$ cat src/design/cmmd_pkg.sv
package cmmd_pkg;
  // ==========================================================
  // memory map
  localparam logic [19:0] FLASH_LAST = 20'h07FFF;
  localparam logic [19:0] VEC_BASE   = 20'h00000;
  localparam logic [19:0] TABLE_CALL_INSTRUCTION_BASE = 20'h00080;
  localparam logic [19:0] OPT_BASE   = 20'h000C0;
  localparam logic [19:0] SWAP_OFS   = 20'h01000;
  localparam logic [19:0] SFR2_FIRST = 20'hF0000;
  localparam logic [19:0] SFR2_LAST  = 20'hF07FF;
  localparam logic [19:0] MIR_FIRST  = 20'hF2000;
  localparam logic [19:0] MIR_LAST   = 20'hF7FFF;
  localparam logic [19:0] RAM_FIRST  = 20'hFE900;
  localparam logic [19:0] RAM_LAST   = 20'hFFEFF;
  localparam logic [19:0] GPR_FIRST  = 20'hFFEE0;
  localparam logic [19:0] SFR_FIRST  = 20'hFFF00;
  localparam logic [15:0] MSEL_OFS   = 16'hFFFE;
  localparam logic [3:0]  MSEL_PAGE  = 4'hF;
  localparam int          BLK_LSB    = 10;
  localparam int          BLK_MSB    = 14;
  localparam logic [4:0]  BC0_LAST   = 5'h03;
  // ==========================================================
  // configuration bytes and registers
  localparam int          OPT_N      = 4;
  localparam int          ID_N       = 10;
  localparam int          CFG_N      = 14;
  localparam logic [3:0]  CFG_LAST   = 4'hD;
  localparam logic [7:0]  MSEL_RST   = 8'h00;
  localparam logic [7:0]  MSEL_MASK  = 8'h01;
  localparam int          MSEL_BIT   = 0;
  localparam logic        MIR_LOW64K = 1'b0;
  // ==========================================================
  // carriers
  typedef logic [19:0] cmmd_addr_t;
  typedef struct packed {
    logic       valid;
    logic       fetch;
    logic       write;
    cmmd_addr_t addr;
    logic [7:0] wdata;
    logic [7:0] wmask;
  } cmmd_cpu_req_t;
  typedef struct packed {
    logic       valid;
    logic       err;
    logic [7:0] rdata;
  } cmmd_cpu_rsp_t;
  typedef struct packed {
    logic        req;
    logic        we;
    logic [14:0] addr;
    logic [4:0]  block;
    logic [7:0]  wdata;
  } cmmd_flash_req_t;
  typedef struct packed {
    logic       ram_sel;
    logic       sfr_sel;
    logic       sfr2_sel;
    logic       we;
    logic       fetch;
    cmmd_addr_t addr;
    logic [7:0] wdata;
    logic [7:0] wmask;
  } cmmd_bus_req_t;
  typedef struct packed {
    logic       valid;
    cmmd_addr_t target;
  } cmmd_vec_rsp_t;
  typedef enum logic [2:0] {
    SRC_NONE, SRC_FLASH, SRC_RAM, SRC_SFR, SRC_SFR2, SRC_MSEL
  } cmmd_src_t;
  typedef enum {S_LOAD, S_LOAD_END, S_IDLE, S_VLO, S_VHI, S_VEND} cmmd_state_t;
endpackage

$ cat src/design/cmmd_decoder.sv
`timescale 1ns/10ps
`default_nettype none
module cmmd_decoder (
  input  wire logic                     sys_clk,
  input  wire logic                     rst,
  input  wire cmmd_pkg::cmmd_cpu_req_t  cpu_req,
  output logic                          cpu_ready,
  output cmmd_pkg::cmmd_cpu_rsp_t       cpu_rsp,
  input  wire logic                     vec_req,
  input  wire logic                     vec_table_call_instruction,
  input  wire logic [5:0]               vec_idx,
  output logic                          vec_ready,
  output cmmd_pkg::cmmd_vec_rsp_t       vec_rsp,
  input  wire logic                     boot_swap,
  input  wire logic                     boot_wr_protect,
  input  wire logic                     parity_dis_we,
  input  wire logic                     parity_dis_wdata,
  output logic                          ram_parity_reset_disable,
  output cmmd_pkg::cmmd_flash_req_t     flash_req,
  input  wire logic [7:0]               flash_rdata,
  output cmmd_pkg::cmmd_bus_req_t       bus_req,
  input  wire logic [7:0]               ram_rdata,
  input  wire logic [7:0]               sfr_rdata,
  input  wire logic [7:0]               sfr2_rdata,
  output logic [3:0][7:0]               opt_bytes,
  output logic [9:0][7:0]               debug_id,
  output logic                          cfg_loaded,
  output cmmd_pkg::cmmd_addr_t          reset_pc
);
  import cmmd_pkg::*;

  // ==========================================================
  // helpers
  function automatic logic in_rng(input cmmd_addr_t a,
                                  input cmmd_addr_t lo,
                                  input cmmd_addr_t hi);
    return (a >= lo) && (a <= hi);
  endfunction

  function automatic logic [14:0] ent_addr(input cmmd_addr_t base,
                                           input logic       swap,
                                           input logic [6:0] ofs);
    cmmd_addr_t s;
    s = base + (swap ? SWAP_OFS : 20'h00000) + {13'h0000, ofs};
    return s[14:0];
  endfunction

  // ==========================================================
  // state
  cmmd_state_t   st_q;
  logic [3:0]    ld_cnt_q, ld_idx_q;
  logic          ld_pend_q, vk_table_call_instruction_q, boot_vec_q, p1_v_q, p1_err_q, loaded_q, prdis_q;
  logic [7:0]    cfg_q [CFG_N];
  logic [5:0]    vk_idx_q;
  logic [7:0]    tgt_lo_q, msel_q;
  cmmd_src_t     p1_src_q;
  cmmd_cpu_rsp_t rsp_q;
  cmmd_vec_rsp_t vec_q;
  cmmd_addr_t    reset_pc_q;

  // ==========================================================
  // cpu decode
  cmmd_addr_t a;
  logic       hit_flash, hit_sfr, hit_sfr2, hit_ram, hit_gpr;
  logic       hit_msel, hit_mir, bc0, err, take;
  cmmd_src_t  src;

  always_comb begin
    a         = cpu_req.addr;
    hit_flash = a <= FLASH_LAST;
    hit_sfr   = a >= SFR_FIRST;
    hit_msel  = a == {MSEL_PAGE, MSEL_OFS};
    hit_sfr2  = in_rng(a, SFR2_FIRST, SFR2_LAST);
    hit_ram   = in_rng(a, RAM_FIRST, RAM_LAST);
    hit_gpr   = in_rng(a, GPR_FIRST, RAM_LAST);
    hit_mir   = in_rng(a, MIR_FIRST, MIR_LAST)
                && !hit_sfr && !hit_sfr2 && !hit_ram
                && (msel_q[MSEL_BIT] == MIR_LOW64K);
    bc0       = a[BLK_MSB:BLK_LSB] <= BC0_LAST;
    err       = 1'b0;
    src       = SRC_NONE;
    if (hit_flash) begin
      src = SRC_FLASH;
      err = cpu_req.write && bc0 && boot_wr_protect;
    end else if (hit_mir) begin
      src = SRC_FLASH;
      err = cpu_req.fetch || cpu_req.write;
    end else if (hit_msel) begin
      src = SRC_MSEL;
      err = cpu_req.fetch;
    end else if (hit_sfr) begin
      src = SRC_SFR;
      err = cpu_req.fetch;
    end else if (hit_sfr2) begin
      src = SRC_SFR2;
      err = cpu_req.fetch;
    end else if (hit_ram) begin
      src = SRC_RAM;
      err = cpu_req.fetch && hit_gpr;
    end else begin
      err = 1'b1;
    end
  end

  assign cpu_ready = (st_q == S_IDLE) && !vec_req;
  assign vec_ready = st_q == S_IDLE;
  assign take      = cpu_req.valid && cpu_ready;

  // ==========================================================
  // memory ports
  always_comb begin
    flash_req       = '0;
    flash_req.wdata = cpu_req.wdata;
    unique case (st_q)
      S_LOAD:
        flash_req.addr = ent_addr(OPT_BASE, boot_swap,
                                  {3'h0, ld_cnt_q});
      S_VLO:
        flash_req.addr = ent_addr(vk_table_call_instruction_q ? TABLE_CALL_INSTRUCTION_BASE : VEC_BASE,
                                  boot_swap, {vk_idx_q, 1'b0});
      S_VHI:
        flash_req.addr = ent_addr(vk_table_call_instruction_q ? TABLE_CALL_INSTRUCTION_BASE : VEC_BASE,
                                  boot_swap, {vk_idx_q, 1'b1});
      default:
        flash_req.addr = a[14:0];
    endcase
    flash_req.req   = (st_q == S_LOAD) || (st_q == S_VLO) || (st_q == S_VHI)
                      || (take && (src == SRC_FLASH) && !err);
    flash_req.we    = take && hit_flash && cpu_req.write && !err;
    flash_req.block = flash_req.addr[BLK_MSB:BLK_LSB];
  end

  always_comb begin
    bus_req          = '0;
    bus_req.addr     = a;
    bus_req.wdata    = cpu_req.wdata;
    bus_req.wmask    = cpu_req.wmask;
    bus_req.fetch    = cpu_req.fetch;
    bus_req.we       = cpu_req.write;
    bus_req.ram_sel  = take && !err && (src == SRC_RAM);
    bus_req.sfr_sel  = take && !err && (src == SRC_SFR);
    bus_req.sfr2_sel = take && !err && (src == SRC_SFR2);
  end

  // ==========================================================
  // sequencer: config load, reset vector, vector reads
  always_ff @(posedge sys_clk) begin
    if (rst) begin
      st_q       <= S_LOAD;
      ld_cnt_q   <= 4'h0;
      vk_table_call_instruction_q <= 1'b0;
      vk_idx_q   <= 6'h00;
      boot_vec_q <= 1'b0;
    end else begin
      unique case (st_q)
        S_LOAD: begin
          ld_cnt_q <= ld_cnt_q + 4'h1;
          if (ld_cnt_q == CFG_LAST) begin
            st_q <= S_LOAD_END;
          end
        end
        S_LOAD_END: begin
          vk_table_call_instruction_q <= 1'b0;
          vk_idx_q   <= 6'h00;
          boot_vec_q <= 1'b1;
          st_q       <= S_VLO;
        end
        S_IDLE: begin
          if (vec_req) begin
            vk_table_call_instruction_q <= vec_table_call_instruction;
            vk_idx_q   <= vec_idx;
            boot_vec_q <= 1'b0;
            st_q       <= S_VLO;
          end
        end
        S_VLO:   st_q <= S_VHI;
        S_VHI:   st_q <= S_VEND;
        S_VEND:  st_q <= S_IDLE;
      endcase
    end
  end

  // config bytes land one cycle after their address
  always_ff @(posedge sys_clk) begin
    if (rst) begin
      ld_pend_q <= 1'b0;
      ld_idx_q  <= 4'h0;
      for (int i = 0; i < CFG_N; i++) begin
        cfg_q[i] <= 8'h00;
      end
    end else begin
      ld_pend_q <= st_q == S_LOAD;
      ld_idx_q  <= ld_cnt_q;
      if (ld_pend_q) begin
        cfg_q[ld_idx_q] <= flash_rdata;
      end
    end
  end

  always_comb begin
    for (int i = 0; i < OPT_N; i++) begin
      opt_bytes[i] = cfg_q[i];
    end
    for (int i = 0; i < ID_N; i++) begin
      debug_id[i] = cfg_q[OPT_N + i];
    end
  end

  // vector assembly, low byte first
  always_ff @(posedge sys_clk) begin
    if (rst) begin
      tgt_lo_q   <= 8'h00;
      vec_q      <= '0;
      reset_pc_q <= VEC_BASE;
      loaded_q   <= 1'b0;
    end else begin
      vec_q.valid <= 1'b0;
      if (st_q == S_VHI) begin
        tgt_lo_q <= flash_rdata;
      end
      if (st_q == S_VEND) begin
        if (boot_vec_q) begin
          reset_pc_q <= {4'h0, flash_rdata, tgt_lo_q};
          loaded_q   <= 1'b1;
        end else begin
          vec_q.valid  <= 1'b1;
          vec_q.target <= {4'h0, flash_rdata, tgt_lo_q};
        end
      end
    end
  end

  // ==========================================================
  // mirror select and parity control
  always_ff @(posedge sys_clk) begin
    if (rst) begin
      msel_q <= MSEL_RST;
    end else if (take && hit_msel && cpu_req.write) begin
      msel_q <= ((msel_q & ~cpu_req.wmask)
                 | (cpu_req.wdata & cpu_req.wmask)) & MSEL_MASK;
    end
  end

  always_ff @(posedge sys_clk) begin
    if (rst) begin
      prdis_q <= 1'b0;
    end else if (parity_dis_we) begin
      prdis_q <= parity_dis_wdata;
    end
  end

  // ==========================================================
  // cpu answer, two cycles after the request
  always_ff @(posedge sys_clk) begin
    if (rst) begin
      p1_v_q   <= 1'b0;
      p1_err_q <= 1'b0;
      p1_src_q <= SRC_NONE;
      rsp_q    <= '0;
    end else begin
      p1_v_q      <= take;
      p1_err_q    <= err;
      p1_src_q    <= src;
      rsp_q.valid <= p1_v_q;
      rsp_q.err   <= p1_err_q;
      if (p1_v_q) begin
        if (p1_err_q) begin
          rsp_q.rdata <= 8'h00;
        end else begin
          unique case (p1_src_q)
            SRC_FLASH: rsp_q.rdata <= flash_rdata;
            SRC_RAM:   rsp_q.rdata <= ram_rdata;
            SRC_SFR:   rsp_q.rdata <= sfr_rdata;
            SRC_SFR2:  rsp_q.rdata <= sfr2_rdata;
            SRC_MSEL:  rsp_q.rdata <= msel_q & MSEL_MASK;
            default:   rsp_q.rdata <= 8'h00;
          endcase
        end
      end
    end
  end

  assign cpu_rsp                  = rsp_q;
  assign vec_rsp                  = vec_q;
  assign reset_pc                 = reset_pc_q;
  assign cfg_loaded               = loaded_q;
  assign ram_parity_reset_disable = prdis_q;
endmodule
`default_nettype wire

$ cat config.mk
export PLATFORM = sky130hd
export DESIGN_NAME = cmmd_decoder
export DESIGN_NICKNAME = d
export VERILOG_FILES = /design/src/design/cmmd_pkg.sv /design/src/design/cmmd_decoder.sv
export SDC_FILE = /design/constraint.sdc
export NUM_CORES = 1
export LEC_CHECK = 0
export BUFFER_PORTS_ARGS = -buffer_cell sky130_fd_sc_hd__buf_2
export CORE_MARGIN = 2
export CORE_UTILIZATION = 53
export CTS_BUF_LIST = sky130_fd_sc_hd__clkbuf_8 sky130_fd_sc_hd__clkbuf_16
export DETAILED_ROUTE_END_ITERATION = 8
export PLACE_DENSITY = 0.86
export SYNTH_ARGS = -nofsm -noshare
export SYNTH_HDL_FRONTEND = slang
export SYNTH_SLANG_ARGS = --single-unit
export TNS_END_PERCENT = 1
$ cat constraint.sdc
create_clock -name sys_clk -period 4.1 [get_ports sys_clk]
set_clock_uncertainty 0.15 [all_clocks]
set_input_delay 0.41 -clock sys_clk [delete_from_list [all_inputs] [get_ports sys_clk]]
set_output_delay 0.41 -clock sys_clk [all_outputs]
set_load 0.005 [all_outputs]
* After elaboration in Yosys (flattened, before gate mapping) *
Memories as Yosys holds them, arrays and structs flattened.
Cells that the tools add are included.

storage, ports and cells
  memories kept = 1
  bits in registers = 108
  RAM bits = 112

memories
  memory  words  bits a word  read ports  clocked after memory_dff  wr ports  line                text
  cfg_q   14     8            14          0                         14        cmmd_decoder.sv:53  logic [7:0] cfg_q [CFG_N];

operators by class
  bitwise logic cells = 7
  magnitude comparators = 10
  eq/ne operators = 22
  add/subtract/negate cells = 6
  multiplexer cells = 35
  reductions and logical operators = 42

operators with widths
  cell                     number
  $pmux W32 S6             1
  $eq A32 B3 Y1 const B    4
  $ge A20 B20 Y1 const B   5
  $eq A32 B2 Y1 const B    2
  $eq A32 B4 Y1 const B    2
  $logic_not A32 Y1        2
  $mux W32                 2
  $le A20 B20 Y1 const B   3
  $pmux W15 S3             1
  $pmux W8 S5              1
  $eq A32 B1 Y1 const B    1
  $logic_and A1 B1 Y1      24
  $mux W8                  3
  $mux W21                 1
  $eq A20 B20 Y1 const B   1
  $le A20 B15 Y1 const B   1
  $add A14 B7 Y15          1
  $add A15 B4 Y15          1
  $add A15 B7 Y15          1
  $mux W3                  5
  $add A8 B13 Y14          1
  $add A8 B13 Y14 const A  1
  $mux W1                  14
  $mux W13                 1
  other kinds (21)         43

* Logic depth before layout (Yosys ltp) *
Gate-level depths: netlist of run 1.

  depth in word-level cells = 12
  mapped depth = 7
  depth with buffers taken out = 6

* Worst setup path before layout of run 1 *
No wires, ideal clock.

  path type = input to output
  start point = in cpu_req[30] (netlist bit)
  end point = out bus_req[39] (netlist bit)
  data arrival time = 1.769 ns
  stages = 5
  setup slack = 1.771 ns
  cell sequence = or3_1 > or4_1 > a221oi_2 > o21ai_2 > nor3b_2

RTL lines
  element             line                text
  start: declaration  cmmd_decoder.sv:6   input wire cmmd_pkg::cmmd_cpu_req_t cpu_req,
  end: declaration    cmmd_decoder.sv:21  output cmmd_pkg::cmmd_bus_req_t bus_req,

==> results of run 1 <==
==> sequential cells by signal, summed over array words and instances (netlist names), 3 cells and up, named ones only <==
name,flops
ld_cnt_q,4
vec_rsp,17
reset_pc,16
p1_src_q,3
cfg_q,112
st_q,3
tgt_lo_q,8
vk_idx_q,6
cpu_rsp,10
ld_idx_q,4
==> worst reg2reg max path, cell delays in order (launching register included) <==
cell     delay (ps)
dfxtp_1         570
nor2b_1         370
nand2_1         110
nor2_1          880
nand2_1         190
a21oi_1         160
==> path summary, 6_finish.rpt <==
kind,from,to
worst max-delay path,st_q[2],bus_req[40]
worst max register to register,st_q[0],vec_rsp[9]
worst min register to register,vec_rsp[12],vec_rsp[12]
worst min-delay path,parity_dis_wdata,ram_parity_reset_disable
==> layout by cell type, fill, tap and decap left out, types with 3 or more instances in the layout <==
| cell | count |
|---|---|
| buf_2 | 279 |
| and2_1 | 117 |
| edfxtp_1 | 112 |
| nand2_1 | 107 |
| dfxtp_1 | 79 |
| a21oi_1 | 55 |
| nor2_1 | 46 |
| o21ai_0 | 19 |
| clkbuf_16 | 17 |
| or2_2 | 15 |
| nor2b_1 | 11 |
| nand3_1 | 11 |
| nor3_1 | 10 |
| a22o_1 | 10 |
| mux2_2 | 8 |
| a22oi_1 | 8 |
| conb_1 | 8 |
| inv_1 | 5 |
| clkbuf_8 | 5 |
| o22a_1 | 3 |
| or3_1 | 3 |
| nand2b_1 | 3 |
| or4_1 | 3 |
| nand4_1 | 3 |
| xor2_1 | 3 |
| mux2i_1 | 3 |
| clkinv_2 | 3 |
==> kinds of logic (layout without fill, tap and decap cells) <==
logic type      after synthesis  in the layout  synth area share [%]
buf+inv                      95            314                  7.26
simple gates                346            346                  22.0
xor+xnor                      4              4                 0.429
flops                       191            191                  60.5
other cells                   1              8                0.0459
mux                          11             11                  1.47
fa+ha+maj                     2              2                 0.306
compound gates              108            108                  7.99
==> per-layer routing <==
layer  wire [um]  part of all wire (%)  GRT usage (%)
met5           0                     0              0
met4         636                   3.0           11.5
met3        1400                   6.7           4.67
met2       10800                    52           44.5
met1        8060                    39           29.4
==> metrics by stage <==
stage	utilization (%)	cells	hold slack, ps
2_1_floorplan	-	765	288
3_3_place_gp	61.1	1140	289
3_5_place_dp	61.1	1140	294
4_1_cts	64.8	1172	57.7
5_1_grt	64.8	1172	78.1
6_report	64.8	1172	67.5
==> final cells by class <==
type / count / area, sq um
Clock buffer: 22 / 494
Clock inverter: 10 / 63.8
Fill cell: 1177 / 5340
Inverter: 2 / 7.51
Multi-Input combinational cell: 479 / 2660
Sequential cell: 191 / 4940
Tap cell: 188 / 235
Timing Repair Buffer: 280 / 1400
==> report_power, final <==
| group | switching [mW] | internal, mW |
|---|---|---|
| sequential | 0.0547 | 2.11 |
| clock | 0.684 | 0.855 |
| combinational | 0.258 | 0.187 |
| total | 0.996 | 3.15 |
==> results.cfg, run 1 <==
[worst_setup_path]
r2r_cells = 5
critPathBufInv = 1
start_kind = flop
critPathKind = flop to primary output
crit_path_cell_trace = nor4b_1 > nand2_1 > a41oi_1 > o21ai_2 > nor3b_2 > buf_2
crit_family = simple AND/OR/NAND/NOR gates
slowest_stage = nor4b_1
cp_max_fo = 23
critical_path_cell_count = 6
cp-end-kind = primary output
slowest_delay_ps = 660
cp.required_ps = 3540
arrival_ps = 2540
reg2reg_slack_ps = 1610

[die]
die_area_sq_um = 16400
chipWidth_um = 128
row_count = 45
start_util_pct = 54.0
io_pins = 323
core-area_sq_um = 15100
fp.dieH_um = 128

[grt]
grt_pass1_wl_mm = 30.9
grt_pass1_vias = 5763
antenna_found_initial = 0
grt_usage_pct = 25.0
grt-ovfl-total = 0
grt_max_degree = 72

[cts]
numCtsBuffers = 17
cts_root_buf = clkbuf_16
cts_resized = 0
clkTransAtPathRegs_ps = 70
cts_setup_buffers = 0
tritoncts = yes
hold_buffers = 0
ctsLongestPathBuffers = 2
clkLatencyLatePin_ps = 430
h-tree-depth = 4
cts.sinks = 191

[hold_path]
hp-class = primary input to flop
min_path_cells = 3

[synth]
syn_area_per_cell_sq_um = 10.8
syn-cell-area_sq_um = 8170
synth_edf_count = 112
ys_warn_count = 0
synth_common_cells = 117 x and2_1, 112 x edfxtp_1, 107 x nand2_1
synth_top_area_share_pct = 41.2
synth_area_leader_cell = edfxtp_1
ys_types = 55
synthFlopType = edfxtp_1
synth_cells = 758
yosysSeqAreaShare_pct = 60.5
synthArstFlopShare_pct = 0
yosysMostFrequentCell = and2_1
ys_ff_latch = 191
yosys-top-cells-area = edfxtp_1 41%, dfxtp_1 19%, and2_1 9.0%, buf_4 5.5%, nand2_1 4.9%

[detailed_routing]
post-route-drc-count = 0
drt_wl_total_mm = 20.9
first_iter_violations = 337
detail_route.wl_per_cell_um = 17.8
drtPass1Iterations = 5
viasPerCell = 5.35
antenna_left = 0
dr_total_vias = 6269

[layout]
antenna_cells = 0
drive_gt1_share_pct = 34.8
syn2layout_area_growth_pct = 20.0
finalInstanceArea_sq_um = 9810
nets = 1058

[timing]
worst_pin_slew_ps = 1190
period_needed_ps = 3100
hold_viol_final = 0
maxSlewHeadroom_pct = 19.6
setup_ws_ps = 996
slew_viol_final = 0
fmax_ghz = 0.322
rsz0062_at_grt = false
setup_viol = 0
timing.final.crit_share_pct = 75.7
setup_tns_ps = 0

[run_status]
status = finished, final reports clean

[run]
maxCapViolCount = 0

[pwr]
p_per_area_nw_per_um2 = 423
p_leak_nw = 4.28
total_power_mw = 4.15
ir_drop_v = 0.000296

[placement]
pre_cts_ws_ps = 1430
place_area_sq_um = 9250
hpwl_mm = 14.9
portBuffers = 279
gp_congestion = 0.851
(Power assumes the default switching activity.)
==> run 2: changes to the inputs <==
- CORE_UTILIZATION: 53 -> 49
- PLACE_DENSITY: 0.86 -> 0.81
- clock period: 4.1 -> 3.2 ns (I/O delays scaled with it)
==> run 2 against run 1 <==
Flip-flop and latch count unchanged. Via count fell by 0.19%. Worst hold slack got worse by 49 ps. Die area is 7.9% higher. Non-clock buffer count up 15. Combinational power rose by 32%. Register-to-register slack got worse by 600 ps. Final cell count rose by 4.2%. Critical path type unchanged. Largest cell class unchanged. Largest power group unchanged.
==> results.cfg, run 2 (synthesis results as in run 1) <==
[pwr]
p_leak_nw = 4.35
p_per_area_nw_per_um2 = 540
total_power_mw = 5.41
ir_drop_v = 0.000372

[timing]
worst_hold_slack_ps = 18.9
slew_viol_final = 0
period_needed_ps = 2930
rsz0062_at_grt = false
setup_viol = 0
setup_tns_ps = 0
maxSlewHeadroom_pct = 39.5
timing.final.crit_share_pct = 91.7
hold_viol_final = 0
fmax_ghz = 0.341
worst_pin_slew_ps = 907

[detailed_routing]
drtPass1Iterations = 5
drt_wl_total_mm = 21.4
antenna_left = 0
detail_route.wl_per_cell_um = 17.5
first_iter_violations = 370
post-route-drc-count = 0
dr_total_vias = 6257
viasPerCell = 5.12

[layout]
regMostFlops = cfg_q
syn2layout_area_growth_pct = 22.6
largest_register_ffs = 112
final_common_cell = buf_2
drive_gt1_share_pct = 35.0
final-instance-count-excl-fill = 1221
finalInstanceArea_sq_um = 10000
nets = 1073
layout_common_cells = 279 x buf_2, 117 x and2_1, 112 x edfxtp_1

[run_status]
status = finished, final reports clean

[grt]
grt_max_degree = 86
antenna_found_initial = 2
grt_usage_pct = 24.0
grt_pass1_wl_mm = 31.8
grt_pass1_vias = 5715
grt-ovfl-total = 0

[worst_setup_path]
reg2reg_slack_ps = 1010
r2r_cells = 5
start_kind = flop
cp_max_fo = 14
cp-end-kind = primary output
critPathKind = flop to primary output
cp.required_ps = 2730
arrival_ps = 2460

[cts]
cts_root_buf = clkbuf_16
cts_resized = 0
cts.sinks = 191
clkTransAtPathRegs_ps = 70
numCtsBuffers = 17
ctsLongestPathBuffers = 2
tritoncts = yes
h-tree-depth = 4
clkLatencyLatePin_ps = 430

[run]
maxCapViolCount = 0

[die]
core-area_sq_um = 16500
fp.dieH_um = 133
start_util_pct = 49.6
chipWidth_um = 133
io_pins = 323
die_area_sq_um = 17700
row_count = 47

[placement]
gp_congestion = 0.949
place_area_sq_um = 9340
hpwl_mm = 15.2
portBuffers = 279
place_inst = 1178

[hold_path]
min_path_cells = 3
hp-class = primary input to flop
==> run 2: cell types whose count changed in the layout (fill, tap and decap cells not counted), sizes merged <==
cell | previous run | this run
dlygate4sd3 | 0 | 9
diode | 0 | 2
clkbuf | 22 | 19
buf | 280 | 286
inv | 7 | 10
==> run 2: worst paths after layout <==
| path | startpoint | to |
|---|---|---|
| hold / removal | vec_idx[4] | vk_idx_q[4] |
| hold reg to reg | vec_rsp[1] | vec_rsp[1] |
| setup / recovery | st_q[0] | flash_req[14] |
| setup reg to reg | st_q[1] | flop |
==> run 2: stage by stage <==
| stage | util, % | worst slack, ps |
|---|---|---|
| finish | 60.8 | 267 |
| global route | 60.8 | 43.3 |
| CTS | 60.8 | 265 |
| detailed placement | 56.7 | 725 |
| global placement | 56.7 | 753 |
| floorplan | - | 1050 |
==> run 2: final cells by class <==
cell class,count,area [sq um]
antenna,2,5.00
clock buffer,19,464
clock inverter,13,121
fill,1319,6450
inverter,2,7.51
multi-input combinational,479,2660
sequential,191,4940
tap,220,275
timing repair buffer,295,1540
==> run 2: repair_timing <==
action,4_1_cts,5_1_grt
buffers inserted,0,0
hold buffers,9,0
endpoints found under the hold margin,8,0
==> run 2: worst max-delay path, cell delays in order (launching register included) <==
cell     delay [ps]
dfxtp_1         570
nor2_1          190
and2_1          300
a21oi_1         500
o22ai_1         190
a21oi_1         150
buf_2           130
==> run 2: layer usage <==
| layer | track usage (%) | up-vias | share of wire (%) |
|---|---|---|---|
| met5 | 0 | - | 0 |
| met4 | 11.9 | 0 | 3.8 |
| met3 | 4.79 | 51 | 6.2 |
| met2 | 43.1 | 295 | 52 |
| met1 | 27.3 | 2923 | 38 |
| li1 | - | 2988 | - |
==> run 2: power by group <==
part           internal, mW  total [mW]  switching (mW)
Clock                  1.09        2.06           0.961
Combinational         0.247       0.585           0.337
Sequential             2.70        2.77          0.0710
Total                  4.04        5.41            1.37
==> run 3: changes to the inputs <==
==> constraint.sdc (replaced) <==
create_clock -name sys_clk -period 3.2 [get_ports sys_clk]
set_clock_uncertainty 0.15 [all_clocks]
set_input_delay 0.16 -clock sys_clk [delete_from_list [all_inputs] [get_ports sys_clk]]
set_output_delay 0.16 -clock sys_clk [all_outputs]
set_load 0.005 [all_outputs]
==> run 3 against run 2 <==
Total power increased by 1.6%. Critical path depth decreased by 2. Clock power increased by 3%. Routed wire length about the same. First-iteration DRC count decreased by 1.6%. Sequential share of layout area decreased by 0.64 points. Core utilization increased by 0.81 points. Largest cell class unchanged.
==> results.cfg, run 3 (synthesis results as in run 1) <==
[run_status]
status = finished, final reports clean

[layout]
finalInstanceArea_sq_um = 10200
final_common_cell = buf_2
drive_gt1_share_pct = 34.8
regMostFlops = cfg_q
fillers = 1314
largest_register_ffs = 112
final-instance-count-excl-fill = 1233
layout_common_cells = 279 x buf_2, 117 x and2_1, 112 x edfxtp_1
syn2layout_area_growth_pct = 24.2
nets = 1085

[grt]
grt-ovfl-total = 0
grt_pass1_vias = 5757
grt_max_degree = 86
grt_usage_pct = 23.8
antenna_found_initial = 2
grt_pass1_wl_mm = 31.6

[die]
die_area_sq_um = 17700
chipWidth_um = 133
row_count = 47
io_pins = 323
core-area_sq_um = 16500
start_util_pct = 49.6
fp.dieH_um = 133

[placement]
gp_congestion = 0.899
place_area_sq_um = 9350
portBuffers = 279
hpwl_mm = 15.1
place_inst = 1179

[hold_path]
holdCritStartpoint = cpu_req[24]
hp-class = primary input to flop
min_path_cells = 4

[timing]
hold_viol_final = 0
maxSlewHeadroom_pct = 38.7
timing.final.crit_share_pct = 85.7
rsz0062_at_grt = false
worst_hold_slack_ps = 20.2
worst_pin_slew_ps = 920
fmax_ghz = 0.365
setup_tns_ps = 0
slew_viol_final = 0
setup_viol = 0
period_needed_ps = 2740

[cts]
ctsLongestPathBuffers = 2
clkLatencyLatePin_ps = 430
clkTransAtPathRegs_ps = 70
cts_setup_buffers = 0
tritoncts = yes
h-tree-depth = 4
cts_root_buf = clkbuf_16
cts.sinks = 191
numCtsBuffers = 17

[detailed_routing]
drt_wl_total_mm = 21.3
wl_met3_mm = 1.27
routed-wl-met2_mm = 10.7
detail_route.wl_per_cell_um = 17.3
wl_met1_mm = 8.43
first_iter_violations = 364
drtPass1Iterations = 5
viasPerCell = 5.10
post-route-drc-count = 0
antenna_left = 0
dr_total_vias = 6290
top_layer = met4

[worst_setup_path]
cp-end-kind = primary output
cp_max_fo = 23
crit_family = compound AO/OA/AOI/OAI gates
critical_path_cell_count = 4
timing.rr.start = st_q[2]
crit_path_cell_trace = and2b_2 > a21oi_1 > a22o_1 > buf_2
r2r_cells = 5
critPathKind = flop to primary output
cp.required_ps = 2890
arrival_ps = 2430
startpoint = st_q[2]
slowest_stage = dfxtp_1
critPathBufInv = 1
slowest_delay_ps = 740
start_kind = flop

[run]
maxCapViolCount = 0

[pwr]
p_per_area_nw_per_um2 = 542
p_leak_nw = 4.41
ir_drop_v = 0.000352
total_power_mw = 5.50
run 3: cell count changes in the layout (fill, tap and decap cells not counted), sizes merged:
cell,before,now
buf,286,287
bufinv,0,2
clkbuf,19,18
clkinv,5,4
dlygate4sd3,9,20
run 3: cell type report:
cell class / count / area [sq um] / share of cell area (%)
Sequential cell: 191 / 4940 / 48.7
Tap cell: 220 / 275 / 2.71
Multi-Input combinational cell: 479 / 2660 / 26.2
Clock buffer: 18 / 439 / 4.33
Inverter: 2 / 7.51 / 0.0740
Timing Repair Buffer: 307 / 1660 / 16.3
Clock inverter: 14 / 161 / 1.59
Antenna cell: 2 / 5.00 / 0.0493
run 3: power breakdown:
group | leakage (nW) | switching, mW | internal [mW]
clock | 0.303 | 0.967 | 1.17
combinational | 2.31 | 0.338 | 0.256
sequential | 1.80 | 0.0708 | 2.70
run 3: final timing paths:
kind | end | slack (ps)
worst max-delay path | flash_req[18] | 460
worst min-delay path | p1_src_q[1] | 20
worst max register to register | flop | 1010
worst min register to register | reset_pc[11] | 300
run 3: tightest hold or removal path, cell delays in order:
cell     delay [ps]
buf_2           150
nand2_1          80
nor2_1          100
nor3_1           60
run 3: metrics by stage:
stage                     util, %  setup slack, ps
after global placement       56.8              995
after global routing         61.6              231
final                        61.6              458
after floorplan                 -             1340
after CTS                    61.6              461
after detailed placement     56.8              929
run 3: timing repair:
item | CTS | global route
hold buffers | 20 | 0
hold endpoints to repair | 18 | 0
resized for setup | 0 | 0
run 3: routing by layer:
metal / track usage (%) / vias to the layer above
li1: - / 3021
met1: 27.6 / 2908
met2: 41.7 / 297
met3: 5.56 / 64
met4: 11.2 / 0
met5: 0 / -
